## src/pix_fix_regs_pkg.sv

```systemverilog
// constants and carrier types for the pixel-correction register bank
// assumes one register-bus clock; the datapath sits outside this bank

package pix_fix_regs_pkg;

	// =====================================================
	// register offsets
	localparam logic [11:0] OFF_CONTROL = 12'h000;
	localparam logic [11:0] OFF_STATUS = 12'h004;
	localparam logic [11:0] OFF_ERRORS = 12'h008;
	localparam logic [11:0] OFF_MASK = 12'h00c;
	localparam logic [11:0] OFF_VERSION = 12'h010;
	localparam logic [11:0] OFF_FRAMES = 12'h014;
	localparam logic [11:0] OFF_LINES = 12'h018;
	localparam logic [11:0] OFF_PIXELS = 12'h01c;
	localparam logic [11:0] OFF_DIMS = 12'h020;
	localparam logic [11:0] OFF_STUCK = 12'h100;
	localparam logic [11:0] OFF_OUTLIER = 12'h104;
	localparam logic [11:0] OFF_AGE = 12'h108;
	localparam logic [11:0] OFF_CANDS = 12'h10c;
	localparam logic [11:0] OFF_FIXED = 12'h120;

	// =====================================================
	// field positions
	localparam int CTL_RUN = 0;
	localparam int CTL_UPD = 1;
	localparam int CTL_BYP = 4;
	localparam int CTL_TPG = 5;
	localparam int CTL_FSR = 30;
	localparam int CTL_SRST = 31;
	localparam logic [31:0] CTL_WMASK_BASE = 32'hc000_0003;
	localparam logic [31:0] CTL_WMASK_DBG = 32'h0000_0030;
	localparam int STS_BEGUN = 0;
	localparam int STS_DONE = 1;
	localparam int STS_ERR = 16;
	localparam int FLAG_W = 17;
	localparam int ERR_W = 4;
	localparam int EV_W = 9;
	localparam int EV_BEGUN = 0;
	localparam int EV_DONE = 1;
	localparam int EV_ERR = 4;
	localparam int EV_SHORT = 5;
	localparam int DIM_W = 13;
	localparam int LINE_LSB = 16;
	localparam int STUCK_W = 12;
	localparam int THR_W = 16;
	localparam int CNT_W = 14;
	localparam logic [1:0] RESP_OKAY = 2'h0;
	localparam logic [1:0] RESP_SLVERR = 2'h2;

	// =====================================================
	// carrier types
	typedef struct packed {
		logic [12:0] width;
		logic [12:0] height;
		logic [11:0] stuck;
		logic [15:0] outlier;
		logic [15:0] age;
	} cfg_t;

	typedef struct packed {
		logic aw_rdy;
		logic bvalid;
		logic [1:0] bresp;
		logic ar_rdy;
		logic rvalid;
		logic [1:0] rresp;
		logic [31:0] rdata;
		logic [31:0] control;
		logic [16:0] status;
		logic [3:0] errors;
		logic [16:0] mask;
		cfg_t proc;
		cfg_t act;
		logic [31:0] frames;
		logic [31:0] lines;
		logic [31:0] pixels;
		logic [31:0] cands;
		logic [31:0] fixed;
		logic in_frame;
		logic [13:0] pix;
		logic [13:0] line;
		logic [8:0] events;
		logic irq;
		logic core_rst;
	} state_t;

endpackage : pix_fix_regs_pkg

```

## src/video_pixel_fix_ctrl_regs.sv

```systemverilog
// register bank, frame monitor and interrupt logic of the pixel-correction core
// assumes the register bus and the stream monitor share clk; rst is synchronous

`timescale 1ns/1ps
`default_nettype none

module video_pixel_fix_ctrl_regs #(
	parameter bit DEBUG_EN = 1'b1,
	parameter logic [31:0] VERSION_ID = 32'h0100_0000, // arbitrary value
	parameter logic [12:0] DEF_WIDTH = 13'd1920,
	parameter logic [12:0] DEF_HEIGHT = 13'd1080,
	parameter logic [11:0] DEF_STUCK = 12'd16,
	parameter logic [15:0] DEF_OUTLIER = 16'd64,
	parameter logic [15:0] DEF_AGE = 16'd1000
) (
	input wire logic clk,
	input wire logic rst,
	// register bus
	input wire logic s_axi_awvalid,
	output logic s_axi_awready,
	input wire logic [31:0] s_axi_awaddr,
	input wire logic s_axi_wvalid,
	output logic s_axi_wready,
	input wire logic [31:0] s_axi_wdata,
	output logic s_axi_bvalid,
	input wire logic s_axi_bready,
	output logic [1:0] s_axi_bresp,
	input wire logic s_axi_arvalid,
	output logic s_axi_arready,
	input wire logic [31:0] s_axi_araddr,
	output logic s_axi_rvalid,
	input wire logic s_axi_rready,
	output logic [31:0] s_axi_rdata,
	output logic [1:0] s_axi_rresp,
	// stream monitor taps
	input wire logic mon_beat,
	input wire logic mon_sof,
	input wire logic mon_eol,
	// datapath counts of the frame just ended
	input wire logic [31:0] cand_count_in,
	input wire logic [31:0] fixed_count_in,
	// to the datapath and host
	output pix_fix_regs_pkg::cfg_t active_cfg,
	output logic software_run_bit,
	output logic bypass_mode,
	output logic test_pattern_mode,
	output logic core_reset,
	output logic irq,
	output logic [8:0] parallel_event_vector
);

	// =====================================================
	// constants
	localparam pix_fix_regs_pkg::cfg_t DEF_CFG = '{
		width: DEF_WIDTH,
		height: DEF_HEIGHT,
		stuck: DEF_STUCK,
		outlier: DEF_OUTLIER,
		age: DEF_AGE
	};
	// debug-only control bits vanish without debug
	localparam logic [31:0] CTL_WMASK = pix_fix_regs_pkg::CTL_WMASK_BASE |
		(DEBUG_EN ? pix_fix_regs_pkg::CTL_WMASK_DBG : 32'h0);

	// =====================================================
	// functions
	// true for every printed offset
	function automatic logic mapped(input logic [11:0] a);
		mapped = 1'b1;
		case (a)
			pix_fix_regs_pkg::OFF_CONTROL, pix_fix_regs_pkg::OFF_STATUS,
			pix_fix_regs_pkg::OFF_ERRORS, pix_fix_regs_pkg::OFF_MASK,
			pix_fix_regs_pkg::OFF_VERSION, pix_fix_regs_pkg::OFF_FRAMES,
			pix_fix_regs_pkg::OFF_LINES, pix_fix_regs_pkg::OFF_PIXELS,
			pix_fix_regs_pkg::OFF_DIMS, pix_fix_regs_pkg::OFF_STUCK,
			pix_fix_regs_pkg::OFF_OUTLIER, pix_fix_regs_pkg::OFF_AGE,
			pix_fix_regs_pkg::OFF_CANDS, pix_fix_regs_pkg::OFF_FIXED: mapped = 1'b1;
			default: mapped = 1'b0;
		endcase
	endfunction : mapped

	// sticky flags: set wins over a write-one clear
	function automatic logic [16:0] w1c(input logic [16:0] old, input logic [16:0] set,
		input logic [16:0] clr);
		w1c = (old & ~clr) | set;
	endfunction : w1c

	// =====================================================
	// state
	pix_fix_regs_pkg::state_t s; // registered state
	pix_fix_regs_pkg::state_t next_s; // next state

	logic wr_fire; // write taken this cycle
	logic rd_fire; // read taken this cycle
	logic [11:0] waddr; // write offset
	logic [11:0] raddr; // read offset
	logic go; // monitor allowed to run
	logic beat; // accepted beat
	logic [13:0] pcnt; // pixels in line incl. this beat
	logic [13:0] line_n; // lines incl. this one
	logic [13:0] w14; // active width, widened
	logic [13:0] h14; // active height, widened
	logic ev_begun; // frame start
	logic ev_done; // frame complete
	logic [3:0] err_ev; // framing errors this beat
	logic reset_now; // core reset this cycle

	assign wr_fire = s.aw_rdy;
	assign rd_fire = s.ar_rdy;
	assign waddr = s_axi_awaddr[11:0];
	assign raddr = s_axi_araddr[11:0];
	assign go = s.control[pix_fix_regs_pkg::CTL_RUN] && !s.control[pix_fix_regs_pkg::CTL_SRST];
	assign beat = go && mon_beat;
	assign pcnt = (mon_sof ? 14'h0 : s.pix) + 14'h1;
	assign line_n = (mon_sof ? 14'h0 : s.line) + 14'h1;
	assign w14 = {1'b0, s.act.width};
	assign h14 = {1'b0, s.act.height};
	assign ev_begun = beat && mon_sof;
	assign ev_done = beat && mon_eol && line_n == h14;
	// error bits 3..0: late start, early start, long line, short line
	assign err_ev = {beat && mon_eol && line_n > h14,
		beat && mon_sof && s.in_frame,
		beat && pcnt > w14,
		beat && mon_eol && pcnt < w14};
	// frame-synchronised reset waits for the gap between frames
	assign reset_now = s.control[pix_fix_regs_pkg::CTL_SRST] ||
		(s.control[pix_fix_regs_pkg::CTL_FSR] && !s.in_frame && !ev_begun);

	// =====================================================
	// read mux
	function automatic logic [31:0] rd_word(input pix_fix_regs_pkg::state_t st,
		input logic [11:0] a);
		rd_word = 32'h0;
		case (a)
			pix_fix_regs_pkg::OFF_CONTROL: rd_word = st.control;
			pix_fix_regs_pkg::OFF_STATUS: rd_word = {15'h0, st.status};
			pix_fix_regs_pkg::OFF_ERRORS: rd_word = {28'h0, st.errors};
			pix_fix_regs_pkg::OFF_MASK: rd_word = {15'h0, st.mask};
			pix_fix_regs_pkg::OFF_VERSION: rd_word = VERSION_ID;
			pix_fix_regs_pkg::OFF_FRAMES: rd_word = st.frames;
			pix_fix_regs_pkg::OFF_LINES: rd_word = st.lines;
			pix_fix_regs_pkg::OFF_PIXELS: rd_word = st.pixels;
			pix_fix_regs_pkg::OFF_DIMS: rd_word = {3'h0, st.proc.height, 3'h0, st.proc.width};
			pix_fix_regs_pkg::OFF_STUCK: rd_word = {20'h0, st.proc.stuck};
			pix_fix_regs_pkg::OFF_OUTLIER: rd_word = {16'h0, st.proc.outlier};
			pix_fix_regs_pkg::OFF_AGE: rd_word = {16'h0, st.proc.age};
			pix_fix_regs_pkg::OFF_CANDS: rd_word = st.cands;
			pix_fix_regs_pkg::OFF_FIXED: rd_word = st.fixed;
			default: rd_word = 32'h0;
		endcase
	endfunction : rd_word

	// =====================================================
	// next state
	always_comb begin
		logic [16:0] sts_set;
		logic [16:0] sts_clr;
		logic [16:0] err_clr;
		sts_set = '0;
		sts_clr = '0;
		err_clr = '0;
		next_s = s;

		// write channel: ready pulses once both halves wait
		next_s.aw_rdy = s_axi_awvalid && s_axi_wvalid && !s.aw_rdy && !s.bvalid;
		if (s.bvalid && s_axi_bready) begin
			next_s.bvalid = 1'b0;
		end
		if (wr_fire) begin
			next_s.bvalid = 1'b1;
			next_s.bresp = mapped(waddr) ? pix_fix_regs_pkg::RESP_OKAY : pix_fix_regs_pkg::RESP_SLVERR;
		end

		// read channel: data latched on the ready cycle
		next_s.ar_rdy = s_axi_arvalid && !s.ar_rdy && !s.rvalid;
		if (s.rvalid && s_axi_rready) begin
			next_s.rvalid = 1'b0;
		end
		if (rd_fire) begin
			next_s.rvalid = 1'b1;
			next_s.rresp = mapped(raddr) ? pix_fix_regs_pkg::RESP_OKAY : pix_fix_regs_pkg::RESP_SLVERR;
			next_s.rdata = rd_word(s, raddr);
		end

		// register writes; shadow set only, active set waits for frame end
		if (wr_fire) begin
			case (waddr)
				pix_fix_regs_pkg::OFF_CONTROL: next_s.control = s_axi_wdata & CTL_WMASK;
				pix_fix_regs_pkg::OFF_STATUS: sts_clr = s_axi_wdata[pix_fix_regs_pkg::FLAG_W-1:0];
				pix_fix_regs_pkg::OFF_ERRORS: err_clr = {13'h0, s_axi_wdata[pix_fix_regs_pkg::ERR_W-1:0]};
				pix_fix_regs_pkg::OFF_MASK: next_s.mask = s_axi_wdata[pix_fix_regs_pkg::FLAG_W-1:0];
				pix_fix_regs_pkg::OFF_DIMS: begin
					next_s.proc.width = s_axi_wdata[pix_fix_regs_pkg::DIM_W-1:0];
					next_s.proc.height = s_axi_wdata[pix_fix_regs_pkg::LINE_LSB +: pix_fix_regs_pkg::DIM_W];
				end
				pix_fix_regs_pkg::OFF_STUCK: next_s.proc.stuck = s_axi_wdata[pix_fix_regs_pkg::STUCK_W-1:0];
				pix_fix_regs_pkg::OFF_OUTLIER: next_s.proc.outlier = s_axi_wdata[pix_fix_regs_pkg::THR_W-1:0];
				pix_fix_regs_pkg::OFF_AGE: next_s.proc.age = s_axi_wdata[pix_fix_regs_pkg::THR_W-1:0];
				default: begin
				end
			endcase
		end

		// stream monitor: counts and frame tracking
		if (beat) begin
			next_s.pixels = s.pixels + 32'h1;
			if (mon_sof) begin
				next_s.in_frame = 1'b1;
			end
			if (mon_eol) begin
				next_s.pix = '0;
				next_s.lines = s.lines + 32'h1;
				// hold at the overrun point so late starts keep flagging
				next_s.line = (line_n > h14) ? s.line : line_n;
			end else begin
				next_s.pix = (pcnt > w14) ? s.pix : pcnt;
				if (mon_sof) begin
					next_s.line = '0;
				end
			end
			if (ev_done) begin
				next_s.in_frame = 1'b0;
				next_s.frames = s.frames + 32'h1;
				next_s.cands = cand_count_in;
				next_s.fixed = fixed_count_in;
				if (s.control[pix_fix_regs_pkg::CTL_UPD]) begin
					next_s.act = s.proc;
				end
			end
		end

		// sticky flags with write-one clear
		sts_set[pix_fix_regs_pkg::STS_BEGUN] = ev_begun;
		sts_set[pix_fix_regs_pkg::STS_DONE] = ev_done;
		sts_set[pix_fix_regs_pkg::STS_ERR] = |err_ev;
		next_s.status = w1c(s.status, sts_set, sts_clr);
		next_s.errors = 4'(w1c({13'h0, s.errors}, {13'h0, err_ev}, err_clr));

		// unlatched event vector: bits 3 and 2 unused
		next_s.events = {err_ev, |err_ev, 2'b00, ev_done, ev_begun};

		// core reset: counters, tracking, flags and active set
		if (reset_now) begin
			next_s.frames = '0;
			next_s.lines = '0;
			next_s.pixels = '0;
			next_s.cands = '0;
			next_s.fixed = '0;
			next_s.status = '0;
			next_s.errors = '0;
			next_s.events = '0;
			next_s.in_frame = 1'b0;
			next_s.pix = '0;
			next_s.line = '0;
			next_s.act = DEF_CFG;
			next_s.control[pix_fix_regs_pkg::CTL_FSR] = 1'b0;
			if (s.control[pix_fix_regs_pkg::CTL_SRST]) begin
				next_s.proc = DEF_CFG;
			end
		end
		next_s.core_rst = reset_now;

		// level interrupt from masked flags
		next_s.irq = |(next_s.status & next_s.mask);
	end

	// =====================================================
	// state register
	always_ff @(posedge clk) begin
		if (rst) begin
			s <= '0;
			s.proc <= DEF_CFG;
			s.act <= DEF_CFG;
		end else begin
			s <= next_s;
		end
	end

	// =====================================================
	// outputs
	assign s_axi_awready = s.aw_rdy;
	assign s_axi_wready = s.aw_rdy;
	assign s_axi_bvalid = s.bvalid;
	assign s_axi_bresp = s.bresp;
	assign s_axi_arready = s.ar_rdy;
	assign s_axi_rvalid = s.rvalid;
	assign s_axi_rdata = s.rdata;
	assign s_axi_rresp = s.rresp;
	assign active_cfg = s.act;
	assign software_run_bit = s.control[pix_fix_regs_pkg::CTL_RUN];
	assign bypass_mode = s.control[pix_fix_regs_pkg::CTL_BYP];
	assign test_pattern_mode = s.control[pix_fix_regs_pkg::CTL_TPG];
	assign core_reset = s.core_rst;
	assign irq = s.irq;
	assign parallel_event_vector = s.events;
endmodule : video_pixel_fix_ctrl_regs

`default_nettype wire

```

## config.mk

```make
export PLATFORM = sky130hd
export DESIGN_NAME = video_pixel_fix_ctrl_regs
export DESIGN_NICKNAME = d
export VERILOG_FILES = /design/src/pix_fix_regs_pkg.sv /design/src/video_pixel_fix_ctrl_regs.sv
export SDC_FILE = /design/constraint.sdc
export NUM_CORES = 1
export LEC_CHECK = 0
export BUFFER_PORTS_ARGS = -buffer_cell sky130_fd_sc_hd__buf_2
export CAP_MARGIN = 40
export CORE_MARGIN = 2
export CORE_UTILIZATION = 50
export DETAILED_ROUTE_END_ITERATION = 8
export PLACE_DENSITY = 0.71
export SLEW_MARGIN = 30
export SYNTH_ARGS = -nofsm -noshare
export SYNTH_HDL_FRONTEND = slang
export SYNTH_SLANG_ARGS = --single-unit
```

## constraint.sdc

```tcl
create_clock -name clk -period 9.3 [get_ports clk]
set_input_delay 1.86 -clock clk [delete_from_list [all_inputs] [get_ports clk]]
set_output_delay 1.86 -clock clk [all_outputs]
set_load 0.03 [all_outputs]
```

# --- After elaboration in Yosys (flattened, before gate mapping) ---
# Cells that the tools add are included.
word_totals:
  out_inout_bits: 125
  wordCells: 156
  inputBits: 170
  register_bits: 424
op_classes:
  add_sub_neg: 5
  order_cmp: 3
  muxes: 35
  reduce_logical: 43
  bitwise_logic: 7
  eq_ne: 29
ops:
  columns: ["operator", "count"]
  rows:
  - ["$pmux W32 S14", 1]
  - ["$mux W338", 1]
  - ["$mux W259", 1]
  - ["$mux W70", 2]
  - ["$eq A12 B9 Y1 const B", 10]
  - ["$mux W102", 1]
  - ["$add A32 B1 Y32 const B", 3]
  - ["$eq A12 B5 Y1 const B", 8]
  - ["$mux W87", 1]
  - ["$mux W65", 1]
  - ["$mux W14", 4]
  - ["$mux W17", 3]
  - ["$eq A12 B4 Y1 const B", 4]
  - ["$mux W35", 1]
  - ["$and A17 B17 Y17", 2]
  - ["$mux W16", 2]
  - ["$mux W32", 1]
  - ["$add A14 B1 Y14 const B", 2]
  - ["$gt A14 B13 Y1", 2]
  - ["$mux W28", 1]
  - ["$reduce_or A14 Y1", 2]
  - ["$mux W26", 1]
  - ["$eq A12 B3 Y1 const B", 2]
  - ["$eq A12 B6 Y1 const B", 2]
  - ["24 further kinds", 64]

# --- Longest topological paths before layout ---
depth:
  depth_word: 10
  mapped_depth: 19
  mapped_depth_nobuf: 16

# --- Worst setup path before layout ---
# OpenSTA, ideal clock, no wires.
synth_path:
  path_type: "in2reg"
  start: "input port mon_sof"
  end: "register s, in the netlist active_cfg[47]"
  t_arrival_ps: 5759
  path_slack_ps: 3399
  cell_stages: 18
  n_path_buf: 5
  cell_sequence: "clkbuf_1 -> clkbuf_1 -> nor2b_1 -> ha_1 -> nand4b_1 -> nor4_1 -> nand3_1 -> xor2_1 -> nor2_1 -> ha_1 -> nand3_1 -> nor4_1 -> and2_0 -> and3_1 -> clkbuf_1 -> clkbuf_1 -> buf_1 -> o211ai_1"
synth_between:
  elab_chain_len: 5
  word_cells_on_any_way: 10
synth_lines:
  columns: ["item", "line_no", "rtl"]
  rows:
  - ["from (decl)", "video_pixel_fix_ctrl_regs.sv:37", "input wire logic mon_sof,"]
  - ["$mux W14 / $logic_and A1 B1 Y1 (equally long branches)", null, null]
  - ["$add A14 B1 Y14 / $logic_not A1 Y1 (equally long branches)", "video_pixel_fix_ctrl_regs.sv:115, video_pixel_fix_ctrl_regs.sv:127", null]
  - ["$eq A14 B13 Y1 / $logic_and A1 B1 Y1 (equally long branches)", "video_pixel_fix_ctrl_regs.sv:119, video_pixel_fix_ctrl_regs.sv:127", null]
  - ["$logic_and A1 B1 Y1 / $logic_or A1 B1 Y1 (equally long branches)", "video_pixel_fix_ctrl_regs.sv:119, video_pixel_fix_ctrl_regs.sv:126", null]
  - ["$reduce_and A3 Y1 (no line) / $reduce_or A2 Y1 (equally long branches)", null, null]
  - ["to (signal assigned)", "video_pixel_fix_ctrl_regs.sv:275", "s <= next_s;"]
  - ["to (decl)", "video_pixel_fix_ctrl_regs.sv:90", "pix_fix_regs_pkg::state_t s;"]
# Several ways; a longest one is shown, not always the timed one.
# A chain may end at the register's enable or synchronous reset.

# --- Worst setup path in the final report ---
layout_path:
  start: "input port mon_sof"
  end: "register s[80] in the netlist's numbering"
layout_between:
  elab_chain_len: 5
  word_cells_on_any_way: 10
layout_lines:
  columns: ["item", "line_no"]
  rows:
  - ["$mux W14 / $logic_and A1 B1 Y1 (equally long branches)", null]
  - ["$add A14 B1 Y14 / $logic_not A1 Y1 (equally long branches)", "video_pixel_fix_ctrl_regs.sv:115, video_pixel_fix_ctrl_regs.sv:127"]
  - ["$eq A14 B13 Y1 / $logic_and A1 B1 Y1 (equally long branches)", "video_pixel_fix_ctrl_regs.sv:119, video_pixel_fix_ctrl_regs.sv:127"]
  - ["$logic_and A1 B1 Y1 / $logic_or A1 B1 Y1 (equally long branches)", "video_pixel_fix_ctrl_regs.sv:119, video_pixel_fix_ctrl_regs.sv:126"]
  - ["$reduce_and A2 Y1 (no line) / $reduce_or A2 Y1 (equally long branches)", null]
# Several ways; a longest one is shown, not always the timed one.

==> summary.md <==
| Metric | Value |
|---|---|
| Outcome | `complete, no violations` |
| Least-Margin Pin Slew | `897 ps` |
| Postcts setup bufs | `0` |
| Max Root-Sink Buffers | `3` |
| Static leakage | `8.30 nW` |
| CTS Buf Count | `45` |
| Clock Sinks | `420` |
| Post-synthesis cell area | `19,500 um2` |
| Final WL | `62,800 um` |
| Initial Util | `0.507` |
| CP max FO | `39` |
| CTS H-tree lvls | `2` |
| Die height | `202 um` |
| Total negative slack | `0 ps` |
| FF/Latch Area | `8410 um2` |
| Vias in the first global route | `16,800` |
| Synth unique cells | `75` |
| Clk slew on worst S/H paths | `60 ps` |
| Part of the power in the clock network | `0.496` |
| Max-Cap Viols | `0` |
| Final setup viols | `0` |
| First-pass GRT wire length | `95,500 um` |
| Final worst path period share | `0.663` |
| Core Box Area | `38,600 um2` |
| Comb power frac | `0.030` |
| Post-cts sizing count | `0` |
| Largest net degree at the start of global routing | `187` |
| Hold Buf Count CTS | `0` |
| Chip Width | `202 um` |
| P&R area growth vs syn | `11.7%` |
| DR WL/cell | `20.8 um` |
| Congestion Overflow GR | `0` |
| FF+latch count, synth | `420` |
| Skew final | `23.8 ps` |
| DR iter-0 viols | `1,820` |
| Nets | `2,673` |
| Achievable Freq | `0.162 GHz` |
| WS Path Type | `primary input to register` |
| Tmin final | `6170 ps` |
| RSZ-0062 raised after global routing | `no` |
| # DRC | `0` |
| Sequential-to-total area share from yosys stat | `0.431` |
| Fraction of registers with async set/reset | `0` |
| Hold Path Class | `register to register` |
| Pint | `0.00296 W` |
| PwrDens | `174 nW/um2` |
| First-pass detailed-route iteration total | `6` |
| Hpwl dp | `44,700 um` |
| Fin. Hold Viols | `0` |
| Fillers | `3,572` |
| Post-layout power | `0.00380 W` |
| Max Transition Viols Final | `0` |
| Ys Warns | `0` |
| GP Congestion | `0.941` |
| Initial antenna violation count | `3` |
| Row Count | `72` |
| Syn_area_per_cell | `8.12 um2` |
| Multi-input logic area | `9480 um2` |
| ANT nets after route | `0` |
| Drt via density | `5.89` |
| Gr usage total | `0.300` |
| Die ar. | `40,700 um2` |
| VDD IR max | `0.163 mV` |
| WP data arrival | `6670 ps` |
| Root buffer cell | `clkbuf_16` |
| CP required | `9800 ps` |
| Via count | `17,800` |
| Net Sw Power | `0.000843 W` |
| CTS tree | `yes` |
| Number of buffers added on ports | `249` |
| EDFF count, synth | `0` |
| Cells after Synth | `2,406` |
| Sw frac | `0.222` |
| IO Pins | `295` |
| Minimum hold slack | `439 ps` |
| Layout cell share with drive strength beyond 1 | `0.152` |
| CP endpoint kind | `register` |
| Primary FF master, synth | `dfxtp_1` |
| Critical Path Start Type | `primary input` |
| Reg power frac | `0.474` |
| Rel. slew slack | `0.402` |
| Clk_lat worst skew | `600 ps` |
==> cells by family after synthesis <==
family          Yosys count  share of synthesized area
simple gates            975                      0.226
compound gates          497                      0.158
flops                   420                      0.431
buf+inv                 318                     0.0872
xor+xnor                101                     0.0453
mux                      63                     0.0323
fa+ha+maj                31                     0.0199
other cells               1                   0.000192
==> layer usage <==
metal,vias up,GRT usage,share of wire
met5,-,0,0.00021
met1,8573,0.370,0.39
met4,2,0.169,0.059
met3,178,0.0434,0.071
li1,8312,-,-
met2,743,0.503,0.48
==> stage by stage <==
step	cell area (um2)	utilization	worst slack [ps]	instances
after CTS	21800	0.564	2630	3019
after global routing	21800	0.566	2770	3025
final	21800	0.566	3130	3025
after detailed placement	20200	0.524	2060	2939
after global placement	20200	0.523	2110	2936
after floorplan	19500	-	3400	2409
==> cells in the mapped netlist (9+ instances only) <==
master    number  area share
nand2_1      476       0.091
dfxtp_1      420        0.43
a21oi_1      239       0.061
nor2_1       212       0.041
buf_4        117       0.045
clkbuf_1     103       0.020
nand3_1       81       0.021
a22oi_1       73       0.028
mux2i_1       63       0.032
o21ai_0       55       0.014
inv_1         54       0.010
xnor2_1       51       0.023
xor2_1        50       0.022
buf_2         34      0.0087
ha_1          31       0.020
nor3_1        28      0.0072
nand4_1       27      0.0086
a222oi_1      25       0.013
or3_1         23      0.0074
nand2b_1      18      0.0058
nor4_1        18      0.0058
and3_1        17      0.0054
and2_1        14      0.0045
a31oi_1       13      0.0042
o211ai_1      10      0.0038
and4_1         9      0.0040
nor2b_1        9      0.0029
==> cell usage in the layout, fill, tap and decap left out, drive strengths merged, types with 8 or more instances in the layout <==
cell type and count:
a31oi 13, a21oi 239, a22oi 73, o21ai 61, nand2b 18, nor2 212, o211ai 10, nor4 22
and3 17, nand2 477, buf 279, a2bb2oi 8, inv 55, xnor2 51, and4 9, dfxtp 420
clkbuf 68, xor2 50, nand3 81, ha 31, nor3 32, a222oi 25, and2 16, or3 24
nand4 27, nor2b 9, mux2i 63
==> cell type report <==
| class | count | area share |
|---|---|---|
| Antenna cell | 2 | 0.000229 |
| Multi-Input combinational cell | 1671 | 0.434 |
| Timing Repair Buffer | 280 | 0.0704 |
| Clock inverter | 13 | 0.0100 |
| Inverter | 54 | 0.00929 |
| Sequential cell | 420 | 0.385 |
| Tap cell | 518 | 0.0297 |
| Clock buffer | 67 | 0.0605 |
==> power groups by stage <==
stage | Clock [W] | Sequential (W) | Combinational, W
final | 0.00188 | 0.00180 | 0.000116
after detailed placement | 0 | 0.00184 | 0.000112
after global routing | 0.00197 | 0.00180 | 0.000122
after CTS | 0.00190 | 0.00180 | 0.000112
after global placement | 0 | 0.00184 | 0.000110
after floorplan | 0 | 0.00184 | 0.0000542
==> critical path, cell delays in order <==
cell	delay (ps)
buf_2	250
buf_16	240
nor2b_1	160
ha_1	250
nand4b_1	290
nor4_1	350
clkbuf_2	220
nand3_1	110
xor2_1	150
nor2_1	80
ha_1	300
nand3_1	120
nor4_1	390
and2_0	330
and2_2	740
buf_4	500
nand2_1	140
a21oi_1	130
==> registers in the layout, indices dropped and copies added (netlist names), 7 cells and up <==
name / count
s_axi_rdata: 32
parallel_event_vector: 7
s: 300
active_cfg: 70
==> final timing paths <==
kind	from	end	slack, ps	cells after the start
worst max register to register	s[11]	s[80]	4340	16
worst min register to register	s_axi_bvalid	s_axi_awready	440	1
worst max-delay path	mon_sof	s[80]	3130	18
worst min-delay path	s_axi_bvalid	s_axi_awready	440	1
Note: power is estimated with default switching activity, not from simulation.
